===== src/logic/pec_pkg.sv =====
package pec_pkg;
    // ======================================================================
    // Register addresses
    localparam logic [4:0]  REG_CONTROL     = 5'h00;
    localparam logic [4:0]  REG_EXT_STATUS  = 5'h16;
    localparam logic [4:0]  REG_EXT_CTL_ONE = 5'h17;
    localparam logic [4:0]  REG_EXT_CTL_TWO = 5'h18;
    // ======================================================================
    // Field positions
    localparam int          SOFT_RESET_BIT  = 15;
    localparam int          STICKY_EN_BIT   = 9;
    localparam int          BCAST_BIT       = 0;
    localparam int          SQUELCH_LSB     = 10;
    localparam int          RXCLK_SRC_BIT   = 13;
    localparam int          MAC_IF_LSB      = 11;
    localparam int          FAR_LOOP_BIT    = 3;
    localparam int          EDGE_LSB        = 13;
    localparam int          LOW_PWR_BIT     = 12;
    localparam int          JUMBO_LSB       = 4;
    // ======================================================================
    // Masks and values after reset
    localparam logic [15:0] EXT_STATUS_MASK = 16'hfe01;
    localparam logic [15:0] SUPER_STICKY    = 16'h0200;
    localparam logic [15:0] EXT_STATUS_DEF  = 16'h3200;
    localparam logic [15:0] CTL_TWO_MASK    = 16'hf031;
    localparam logic [15:0] CTL_TWO_STICKY  = 16'hf030;
    localparam logic [15:0] CTL_TWO_DEF     = 16'h0000;
    localparam logic [2:0]  MODE_DEF        = 3'h2;
    // ======================================================================
    // Encodings
    localparam logic [1:0]  SQUELCH_HIGH    = 2'h2;
    localparam logic [1:0]  MAC_IF_RMII     = 2'h1;
    localparam logic [1:0]  JUMBO_NORMAL    = 2'h0;
    localparam logic [1:0]  JUMBO_9K        = 2'h1;
    localparam logic [1:0]  JUMBO_12K       = 2'h2;
    // ======================================================================
    // Packet lengths in bytes and clock tolerances in ppm
    localparam logic [14:0] LEN_STD         = 15'h0600;
    localparam logic [14:0] LEN_9K          = 15'h2400;
    localparam logic [14:0] LEN_12K         = 15'h3000;
    localparam logic [14:0] LEN_16K         = 15'h4000;
    localparam logic [7:0]  PPM_FOR_12K     = 8'h3c;
    localparam logic [7:0]  PPM_FOR_16K     = 8'h46;
endpackage


===== src/logic/pec_mode_if.sv =====
`timescale 1ns/1ps
interface pec_mode_if;
    logic       wr;
    logic [2:0] wdata;
    logic       soft_rst;
    logic       hold;
    logic [2:0] active;
    modport ctl  (output wr, output wdata, output soft_rst, output hold, input active);
    modport mode (input wr, input wdata, input soft_rst, input hold, output active);
endinterface


===== src/logic/pec_ext_ctl.sv =====
`timescale 1ns/1ps
// What this block does
// - Squelch field 10 raises squelch threshold
// - Sticky enable set keeps sticky bits
// - Sticky enable clear restores sticky defaults
// - Super-sticky bits always survive software reset
// - Broadcast bit applies writes to every PHY
// - Reads answer only the addressed PHY
// - Broadcast clear restores addressed-only writes
// - Receive clock follows recovered or reference
// - Clock source ignored in RMII mode
// - Interface select MII, RMII, RGMII; default RGMII
// - Mode bits apply at software reset
// - Mode reads show mode in force
// - Edge rate field, sticky, default 000
// - Sticky reduced-power mode enable
// - Sticky jumbo length field, default 1.5 kB
// - Default jumbo limits assume 100 ppm
// - Sticky enable is super-sticky, default one
// - Squelch codes normal, low, high, reserved
module pec_ext_ctl (
    input  wire logic        mclk_i,
    input  wire logic        reset_n_i,
    input  wire logic [4:0]  phy_addr_i,
    input  wire logic        mgmt_wr_i,
    input  wire logic        mgmt_rd_i,
    input  wire logic [4:0]  mgmt_phy_i,
    input  wire logic [4:0]  mgmt_reg_i,
    input  wire logic [15:0] mgmt_wdata_i,
    input  wire logic        low_power_hold_state_i,
    input  wire logic [7:0]  ref_clk_ppm_i,
    output logic      [15:0] mgmt_rdata_o,
    output logic             mgmt_rvalid_o,
    output logic             soft_reset_o,
    output logic      [1:0]  squelch_level_o,
    output logic             squelch_raised_o,
    output logic             broadcast_wr_o,
    output logic      [1:0]  mac_if_sel_o,
    output logic             rx_clk_from_ref_o,
    output logic             far_loopback_o,
    output logic      [2:0]  edge_rate_o,
    output logic             reduced_power_o,
    output logic      [14:0] max_pkt_len_o,
    output logic             connector_loopback_o
);
    // ======================================================================
    // Reset release
    logic [1:0] rst_q;
    logic       rst_n;

    always_ff @(posedge mclk_i or negedge reset_n_i) begin
        if (!reset_n_i) begin
            rst_q <= 2'h0;
        end else begin
            rst_q <= {rst_q[0], 1'b1};
        end
    end
    assign rst_n = rst_q[1];

    // ======================================================================
    // Length decode
    function automatic logic [14:0] pkt_len(input logic [1:0] mode, input logic [7:0] ppm);
        logic [14:0] len;
        len = pec_pkg::LEN_STD;
        case (mode)
            pec_pkg::JUMBO_9K: begin
                len = (ppm <= pec_pkg::PPM_FOR_12K) ? pec_pkg::LEN_12K : pec_pkg::LEN_9K;
            end
            pec_pkg::JUMBO_12K: begin
                len = (ppm <= pec_pkg::PPM_FOR_16K) ? pec_pkg::LEN_16K : pec_pkg::LEN_12K;
            end
            default: begin
                len = pec_pkg::LEN_STD;
            end
        endcase
        return len;
    endfunction

    // ======================================================================
    // Write acceptance and software reset
    logic [15:0] ext_status;
    logic [15:0] ctl_two;
    logic        far_loop;
    logic        sticky_en;
    logic        bcast;
    logic        addr_hit;
    logic        wr_ok;
    logic        soft_rst;
    logic [15:0] next_ext_status;
    logic [15:0] next_ctl_two;

    assign sticky_en = ext_status[pec_pkg::STICKY_EN_BIT];
    assign bcast     = ext_status[pec_pkg::BCAST_BIT];
    assign addr_hit  = (mgmt_phy_i == phy_addr_i);
    assign wr_ok     = mgmt_wr_i && (addr_hit || bcast);
    assign soft_rst  = wr_ok && (mgmt_reg_i == pec_pkg::REG_CONTROL)
                       && mgmt_wdata_i[pec_pkg::SOFT_RESET_BIT];

    always_comb begin
        if (sticky_en) begin
            next_ext_status = ext_status;
            next_ctl_two    = ctl_two & pec_pkg::CTL_TWO_STICKY;
        end else begin
            next_ext_status = (pec_pkg::EXT_STATUS_DEF & ~pec_pkg::SUPER_STICKY)
                              | (ext_status & pec_pkg::SUPER_STICKY);
            next_ctl_two    = pec_pkg::CTL_TWO_DEF;
        end
    end

    // ======================================================================
    // Extended control and status register
    always_ff @(posedge mclk_i or negedge rst_n) begin
        if (!rst_n) begin
            ext_status <= pec_pkg::EXT_STATUS_DEF;
        end else if (soft_rst) begin
            ext_status <= next_ext_status;
        end else if (wr_ok && mgmt_reg_i == pec_pkg::REG_EXT_STATUS) begin
            ext_status <= mgmt_wdata_i & pec_pkg::EXT_STATUS_MASK;
        end
    end

    // ======================================================================
    // Extended control two register
    always_ff @(posedge mclk_i or negedge rst_n) begin
        if (!rst_n) begin
            ctl_two <= pec_pkg::CTL_TWO_DEF;
        end else if (soft_rst) begin
            ctl_two <= next_ctl_two;
        end else if (wr_ok && mgmt_reg_i == pec_pkg::REG_EXT_CTL_TWO) begin
            ctl_two <= mgmt_wdata_i & pec_pkg::CTL_TWO_MASK;
        end
    end

    // ======================================================================
    // Extended control one: loopback and interface mode
    pec_mode_if mif ();

    assign mif.wr       = wr_ok && (mgmt_reg_i == pec_pkg::REG_EXT_CTL_ONE);
    assign mif.wdata    = mgmt_wdata_i[pec_pkg::RXCLK_SRC_BIT:pec_pkg::MAC_IF_LSB];
    assign mif.soft_rst = soft_rst;
    assign mif.hold     = low_power_hold_state_i;

    pec_mac_mode u_mode (
        .clk_i   (mclk_i),
        .rst_n_i (rst_n),
        .m       (mif.mode)
    );

    always_ff @(posedge mclk_i or negedge rst_n) begin
        if (!rst_n) begin
            far_loop <= 1'b0;
        end else if (soft_rst) begin
            far_loop <= 1'b0;
        end else if (mif.wr) begin
            far_loop <= mgmt_wdata_i[pec_pkg::FAR_LOOP_BIT];
        end
    end

    // ======================================================================
    // Read path
    always_ff @(posedge mclk_i or negedge rst_n) begin
        if (!rst_n) begin
            mgmt_rdata_o  <= 16'h0000;
            mgmt_rvalid_o <= 1'b0;
        end else begin
            mgmt_rvalid_o <= mgmt_rd_i && addr_hit;
            if (mgmt_rd_i && addr_hit) begin
                case (mgmt_reg_i)
                    pec_pkg::REG_EXT_STATUS: begin
                        mgmt_rdata_o <= ext_status;
                    end
                    pec_pkg::REG_EXT_CTL_ONE: begin
                        mgmt_rdata_o <= {2'h0, mif.active, 7'h00, far_loop, 3'h0};
                    end
                    pec_pkg::REG_EXT_CTL_TWO: begin
                        mgmt_rdata_o <= ctl_two;
                    end
                    default: begin
                        mgmt_rdata_o <= 16'h0000;
                    end
                endcase
            end
        end
    end

    // ======================================================================
    // Control outputs
    always_ff @(posedge mclk_i or negedge rst_n) begin
        if (!rst_n) begin
            soft_reset_o         <= 1'b0;
            squelch_level_o      <= 2'h0;
            squelch_raised_o     <= 1'b0;
            broadcast_wr_o       <= 1'b0;
            mac_if_sel_o         <= pec_pkg::MODE_DEF[1:0];
            rx_clk_from_ref_o    <= 1'b0;
            far_loopback_o       <= 1'b0;
            edge_rate_o          <= 3'h0;
            reduced_power_o      <= 1'b0;
            max_pkt_len_o        <= pec_pkg::LEN_STD;
            connector_loopback_o <= 1'b0;
        end else begin
            soft_reset_o         <= soft_rst;
            squelch_level_o      <= ext_status[pec_pkg::SQUELCH_LSB +: 2];
            squelch_raised_o     <= ext_status[pec_pkg::SQUELCH_LSB +: 2]
                                    == pec_pkg::SQUELCH_HIGH;
            broadcast_wr_o       <= bcast;
            mac_if_sel_o         <= mif.active[1:0];
            rx_clk_from_ref_o    <= mif.active[2]
                                    && (mif.active[1:0] != pec_pkg::MAC_IF_RMII);
            far_loopback_o       <= far_loop;
            edge_rate_o          <= ctl_two[pec_pkg::EDGE_LSB +: 3];
            reduced_power_o      <= ctl_two[pec_pkg::LOW_PWR_BIT];
            max_pkt_len_o        <= pkt_len(ctl_two[pec_pkg::JUMBO_LSB +: 2],
                                            ref_clk_ppm_i);
            connector_loopback_o <= ctl_two[0];
        end
    end

    // ======================================================================
    // Assertions
    AST_SQUELCH_HIGH: assert property (@(posedge mclk_i) disable iff (!rst_n)
        1'b1 |=> (squelch_raised_o
                  == ($past(ext_status[pec_pkg::SQUELCH_LSB +: 2]) == pec_pkg::SQUELCH_HIGH)))
        else $error("Raised squelch does not match squelch code");

    AST_STICKY_KEEP: assert property (@(posedge mclk_i) disable iff (!rst_n)
        (soft_rst && sticky_en) |=> (ctl_two[15:4] == $past(ctl_two[15:4]))
        && (ext_status == $past(ext_status)))
        else $error("Sticky bits lost on soft reset with retention on");

    AST_STICKY_CLEAR: assert property (@(posedge mclk_i) disable iff (!rst_n)
        (soft_rst && !sticky_en) |=> (ctl_two == pec_pkg::CTL_TWO_DEF)
        && (ext_status[15:10] == pec_pkg::EXT_STATUS_DEF[15:10]) && !ext_status[0])
        else $error("Sticky bits not restored on soft reset");

    AST_SUPER_STICKY: assert property (@(posedge mclk_i) disable iff (!rst_n)
        soft_rst |=> $stable(sticky_en))
        else $error("Super-sticky bit changed on soft reset");

    AST_BCAST_WRITE: assert property (@(posedge mclk_i) disable iff (!rst_n)
        (mgmt_wr_i && bcast && !addr_hit && mgmt_reg_i == pec_pkg::REG_EXT_CTL_TWO)
        |=> ##1 (edge_rate_o == $past(mgmt_wdata_i[15:13], 2)))
        else $error("Broadcast write not applied");

    AST_READ_ADDRESSED: assert property (@(posedge mclk_i) disable iff (!rst_n)
        (mgmt_rd_i && !addr_hit) |=> !mgmt_rvalid_o)
        else $error("Read answered for another PHY");

    AST_NO_FOREIGN_WRITE: assert property (@(posedge mclk_i) disable iff (!rst_n)
        (mgmt_wr_i && !bcast && !addr_hit) |=> $stable(ctl_two) && $stable(ext_status))
        else $error("Write to another PHY changed registers");

    AST_RMII_CLK: assert property (@(posedge mclk_i) disable iff (!rst_n)
        (mac_if_sel_o == pec_pkg::MAC_IF_RMII) |-> !rx_clk_from_ref_o)
        else $error("Clock source applied in RMII mode");

    AST_MODE_DEFERRED: assert property (@(posedge mclk_i) disable iff (!rst_n)
        (mif.wr && !soft_rst && !low_power_hold_state_i) |=> $stable(mif.active))
        else $error("Mode changed without soft reset");

    AST_JUMBO_LEN: assert property (@(posedge mclk_i) disable iff (!rst_n)
        (ctl_two[5:4] == pec_pkg::JUMBO_NORMAL) |=> (max_pkt_len_o == pec_pkg::LEN_STD))
        else $error("Normal packet length wrong");

    AST_HOLD_APPLY: assert property (@(posedge mclk_i) disable iff (!rst_n)
        (mif.wr && low_power_hold_state_i) |=> (mif.active == $past(mif.wdata)))
        else $error("Mode written in hold state not applied");

    AST_SOFT_PULSE: assert property (@(posedge mclk_i) disable iff (!rst_n)
        soft_rst |=> soft_reset_o)
        else $error("Soft reset pulse missing");

    AST_RXCLK_SRC: assert property (@(posedge mclk_i) disable iff (!rst_n)
        (mif.active[1:0] != pec_pkg::MAC_IF_RMII)
        |=> (rx_clk_from_ref_o == $past(mif.active[2])))
        else $error("Receive clock source does not follow mode");

    AST_MODE_READ: assert property (@(posedge mclk_i) disable iff (!rst_n)
        (mgmt_rd_i && addr_hit && mgmt_reg_i == pec_pkg::REG_EXT_CTL_ONE)
        |=> (mgmt_rdata_o[13:11] == $past(mif.active)))
        else $error("Mode read does not show mode in force");

    AST_RESERVED_ZERO: assert property (@(posedge mclk_i) disable iff (!rst_n)
        (mgmt_rd_i && addr_hit && mgmt_reg_i == pec_pkg::REG_EXT_STATUS)
        |=> (mgmt_rdata_o[8:1] == 8'h00))
        else $error("Reserved status bits read nonzero");

    AST_REDUCED_PWR: assert property (@(posedge mclk_i) disable iff (!rst_n)
        (wr_ok && mgmt_reg_i == pec_pkg::REG_EXT_CTL_TWO)
        |=> ##1 (reduced_power_o == $past(mgmt_wdata_i[pec_pkg::LOW_PWR_BIT], 2)))
        else $error("Reduced power enable not applied");

    AST_JUMBO_LONG: assert property (@(posedge mclk_i) disable iff (!rst_n)
        (ctl_two[5:4] == pec_pkg::JUMBO_12K && ref_clk_ppm_i <= pec_pkg::PPM_FOR_16K)
        |=> (max_pkt_len_o == pec_pkg::LEN_16K))
        else $error("Tight clock jumbo length wrong");

    AST_LOOP_CLEAR: assert property (@(posedge mclk_i) disable iff (!rst_n)
        soft_rst |=> ##1 (!connector_loopback_o && !far_loopback_o))
        else $error("Loopback kept over soft reset");

    COV_BCAST: cover property (@(posedge mclk_i) disable iff (!rst_n)
        mgmt_wr_i && bcast && !addr_hit);
    COV_SOFT_KEEP: cover property (@(posedge mclk_i) disable iff (!rst_n)
        soft_rst && sticky_en);
    COV_MODE_APPLY: cover property (@(posedge mclk_i) disable iff (!rst_n)
        soft_rst ##1 !$stable(mif.active));
    COV_HOLD_WRITE: cover property (@(posedge mclk_i) disable iff (!rst_n)
        mif.wr && low_power_hold_state_i);
endmodule // pec_ext_ctl


===== src/logic/pec_mac_mode.sv =====
`timescale 1ns/1ps
module pec_mac_mode (
    input  wire logic clk_i,
    input  wire logic rst_n_i,
    pec_mode_if.mode  m
);
    // ======================================================================
    // Pending and operating interface mode
    logic [2:0] pending;
    logic [2:0] active;

    always_ff @(posedge clk_i or negedge rst_n_i) begin
        if (!rst_n_i) begin
            pending <= pec_pkg::MODE_DEF;
        end else if (m.wr) begin
            pending <= m.wdata;
        end
    end

    always_ff @(posedge clk_i or negedge rst_n_i) begin
        if (!rst_n_i) begin
            active <= pec_pkg::MODE_DEF;
        end else if (m.hold && m.wr) begin
            active <= m.wdata;
        end else if (m.soft_rst || m.hold) begin
            active <= pending;
        end
    end

    assign m.active = active;
endmodule // pec_mac_mode


===== config.mk =====
export PLATFORM = sky130hd
export DESIGN_NAME = pec_ext_ctl
export DESIGN_NICKNAME = d
export VERILOG_FILES = /design/src/logic/pec_pkg.sv /design/src/logic/pec_mode_if.sv /design/src/logic/pec_ext_ctl.sv /design/src/logic/pec_mac_mode.sv
export SDC_FILE = /design/constraint.sdc
export NUM_CORES = 1
export LEC_CHECK = 0
export BUFFER_PORTS_ARGS = -buffer_cell sky130_fd_sc_hd__buf_2
export CORE_MARGIN = 2
export CORE_UTILIZATION = 49
export DETAILED_ROUTE_END_ITERATION = 8
export PLACE_DENSITY = 0.79
export SYNTH_ARGS = -nofsm -noshare
export SYNTH_HDL_FRONTEND = slang
export SYNTH_HIERARCHICAL = 1
export SYNTH_SLANG_ARGS = --single-unit
export TNS_END_PERCENT = 5

===== constraint.sdc =====
create_clock -name mclk_i -period 2.31 [get_ports mclk_i]
set_clock_uncertainty 0.1 [all_clocks]
set_input_delay 0.1155 -clock mclk_i [delete_from_list [all_inputs] [get_ports mclk_i]]
set_output_delay 0.1155 -clock mclk_i [all_outputs]
set_load 0.05 [all_outputs]

==> run metrics <==
status finished clean; cts bufs inserted 5; initial antenna violation count 0; Finish-stage setup viols 0; CP Class reg -> reg; share of cells above drive strength 1 0.433; Std-Cell Rows 25; Routed WL roughly 4.7 mm; Yosys reg bits 56; largest net degree at the start of global routing between 50 and 60; via count approximately 1800; Util after Layout 0.641; core area between 4000 and 5000 um2; Port Buffers 74; initial core utilization 0.514; vias in the first global route about 1600; R2R Setup Slk around 0.5 ns; Post-CTS Resized 0; IO Pins 90; Worst-Skew Late Latency ~0.3 ns; Global Route Usage Sum 0.176; Critical Path End Type register; CP Data Arrival Time 1.91 ns; worst vdd ir 0.310 mV; Routed WL per cell 12.9 um; Worst setup SP type register; HPWL after DPL 3.47 mm; DR DRC count 0; Die Ht 74.9 um; Layout area overhead 24.6%; period utilisation layout 0.784; worst r2r src ext_status[0]; final worst path period need about 1.8 ns; register area share after synthesis 0.573; first-pass GRT wire length 7.47 mm; Highest Clock Rate about 0.55 GHz; syn_area_per_cell ~12 um2; WP data required roughly 2.4 ns; initial DRC count 78; CTS root buffer clkbuf_8; vias per cell approximately 5; Pwr per Cell Area ~760 nW/um2; unrepaired setup endpoints after global routing false; HP Class in -> async; Max H-tree Level 2; Crit Path Max Fanout 3; GPL Wtd Cong 0.851; synth warn 6; Netlist Area Pre-Place around 2500 um2; total negative slack 0 ns; setup bufs post-CTS 0; worst reg2reg path depth 7; Final ANT Viol Nets 0; CTS sink cnt 56; Pre-antenna DRT Iters 4; Fin. Hold Viols 0; maximum clock insertion buffer count 2; Max Cap Violations 0; CTS tree built; Final #Nets about 340; total congestion overflow 0; relative slew slack 0.569; Cell variety after synth 41; Pleak 1.59 nW; Die X ~75 um; fin. max-slew vios 0; worst slew pin tran between 0.6 and 0.7 ns; Clk pin slew, worst setup/hold paths 0.09 ns; Critical R2R Capture u_mode/m.active[2]; Antenna Cells 0; Syn Inst Count 202; Die ar. ~5600 um2
## repair_timing
action / 4_1_cts / 5_1_grt
hold endpoints to repair: 23 / 0
hold buffers: 15 / 0
endpoints found under the setup margin: 0 / 0
## worst max-delay path by stage
stage	slack (ns)	to	depth (start not counted)	from
floorplan	0.26	u_mode/m.active[0]	7	phy_addr_i[0]
global placement	0.34	u_mode/m.active[0]	9	phy_addr_i[1]
detailed placement	0.28	u_mode/m.active[2]	9	phy_addr_i[0]
CTS	0.49	u_mode/m.active[2]	7	ext_status[0]
global route	0.38	u_mode/m.active[2]	7	ext_status[0]
finish	0.50	u_mode/m.active[2]	7	ext_status[0]
## kinds of logic (layout without fill, tap and decap cells)
| logic type | count (synthesis) | after routing | synth area share |
|---|---|---|---|
| flip-flops | 56 | 56 | 0.573 |
| AND/OR/NAND/NOR | 47 | 47 | 0.103 |
| AO/OA/AOI/OAI | 43 | 43 | 0.141 |
| buffers and inverters | 34 | 116 | 0.0890 |
| multiplexers | 13 | 13 | 0.0625 |
| XOR/XNOR | 5 | 5 | 0.0178 |
| adder cells (fa/ha/maj) | 2 | 2 | 0.0102 |
| other | 2 | 11 | 0.00305 |
## flip-flops by register name, summed over array words and instances (netlist names), 2 cells and up
name	cells
rst_q	2
u_mode/pending	3
mac_if_sel_o	2
ctl_two	7
ext_status	8
squelch_level_o	2
u_mode/m.active	3
edge_rate_o	3
max_pkt_len_o	5
mgmt_rdata_o	12
## through the flow
step                instances  area (um2)  hold slack (ns)  worst slack (ns)  total power [W]
finish                    360        3070           0.0158             0.499          0.00234
global route              360        3070           0.0190             0.385          0.00245
CTS                       360        3070         0.000376             0.488          0.00236
detailed placement        337        2830           -0.197             0.283          0.00182
global placement          337        2830           -0.200             0.338          0.00179
floorplan                 211        2490           -0.280             0.260          0.00167
## cell usage in the layout (no fill, tap or decap), types with 3 or more instances in the layout
cell,count
mux2_2,6
mux2i_1,3
inv_1,12
buf_2,74
buf_4,6
nand3_1,3
a22oi_1,5
a21oi_1,5
nand2_2,8
mux2_4,3
dfstp_2,8
nor2_1,10
o211ai_1,4
nand2_1,13
dlygate4sd3_1,15
xnor2_1,4
o21ai_2,8
and3_1,4
clkbuf_8,6
conb_1,11
a22o_1,11
dfrtp_1,47
## layout make-up
| cell class | instances | area, um2 |
|---|---|---|
| inverters | 13 | 48.8 |
| repair buffers | 95 | 566 |
| clock buffers | 8 | 90.1 |
| flip-flops and latches | 56 | 1410 |
| multi-input cells | 121 | 865 |
| well taps | 67 | 83.8 |
| fillers | 411 | 1720 |
## Yosys cell counts
library cell / n / area, um2
a21boi_0: 2 / 15.0
a21o_1: 2 / 15.0
a21oi_1: 5 / 25.0
a22o_1: 11 / 96.3
a22oi_1: 5 / 37.5
and2_1: 1 / 6.26
and3_1: 4 / 25.0
buf_12: 1 / 20.0
buf_2: 3 / 15.0
buf_4: 15 / 113
buf_6: 2 / 22.5
conb_1: 2 / 7.51
dfrtp_1: 48 / 1200
dfstp_2: 8 / 210
ha_1: 2 / 25.0
inv_1: 12 / 45.0
inv_2: 1 / 3.75
mux2_1: 1 / 11.3
mux2_2: 6 / 67.6
mux2_4: 3 / 45.0
mux2i_1: 3 / 30.0
nand2_1: 13 / 48.8
nand2_2: 8 / 50.1
nand2_4: 1 / 11.3
nand3_1: 3 / 15.0
nand4_1: 1 / 6.26
nand4b_2: 1 / 15.0
nor2_1: 10 / 37.5
nor2b_1: 1 / 6.26
nor3_1: 2 / 10.0
nor3_2: 1 / 10.0
o211ai_1: 4 / 30.0
o21ai_1: 2 / 10.0
o21ai_2: 8 / 70.1
o22ai_1: 1 / 6.26
o2bb2ai_1: 1 / 8.76
o31ai_2: 1 / 12.5
o31ai_4: 1 / 21.3
or4_4: 1 / 11.3
xnor2_1: 4 / 35.0
xor2_1: 1 / 8.76
## routing by layer
metal,track usage,vias to the layer above,routed length [um]
met2,0.278,77,2240
met4,0.0655,0,70
met1,0.239,852,1990
li1,-,848,-
met3,0.0415,6,347
met5,0,-,0
## where the power goes
part           total (W)  switching [W]  leakage (nW)  internal [W]
clock network   0.000528       0.000283        0.0455      0.000245
registers        0.00121      0.0000758         0.729       0.00113
logic           0.000605       0.000407         0.813      0.000198
## critical path, stage by stage (launching register included)
cell	delay, ns
dfrtp_1	0.38
inv_1	0.09
o31ai_4	0.07
nand2_1	0.13
nor3_1	0.19
buf_4	0.18
mux2_4	0.31
mux2_2	0.26
Power figures use the tool's default switching activity.
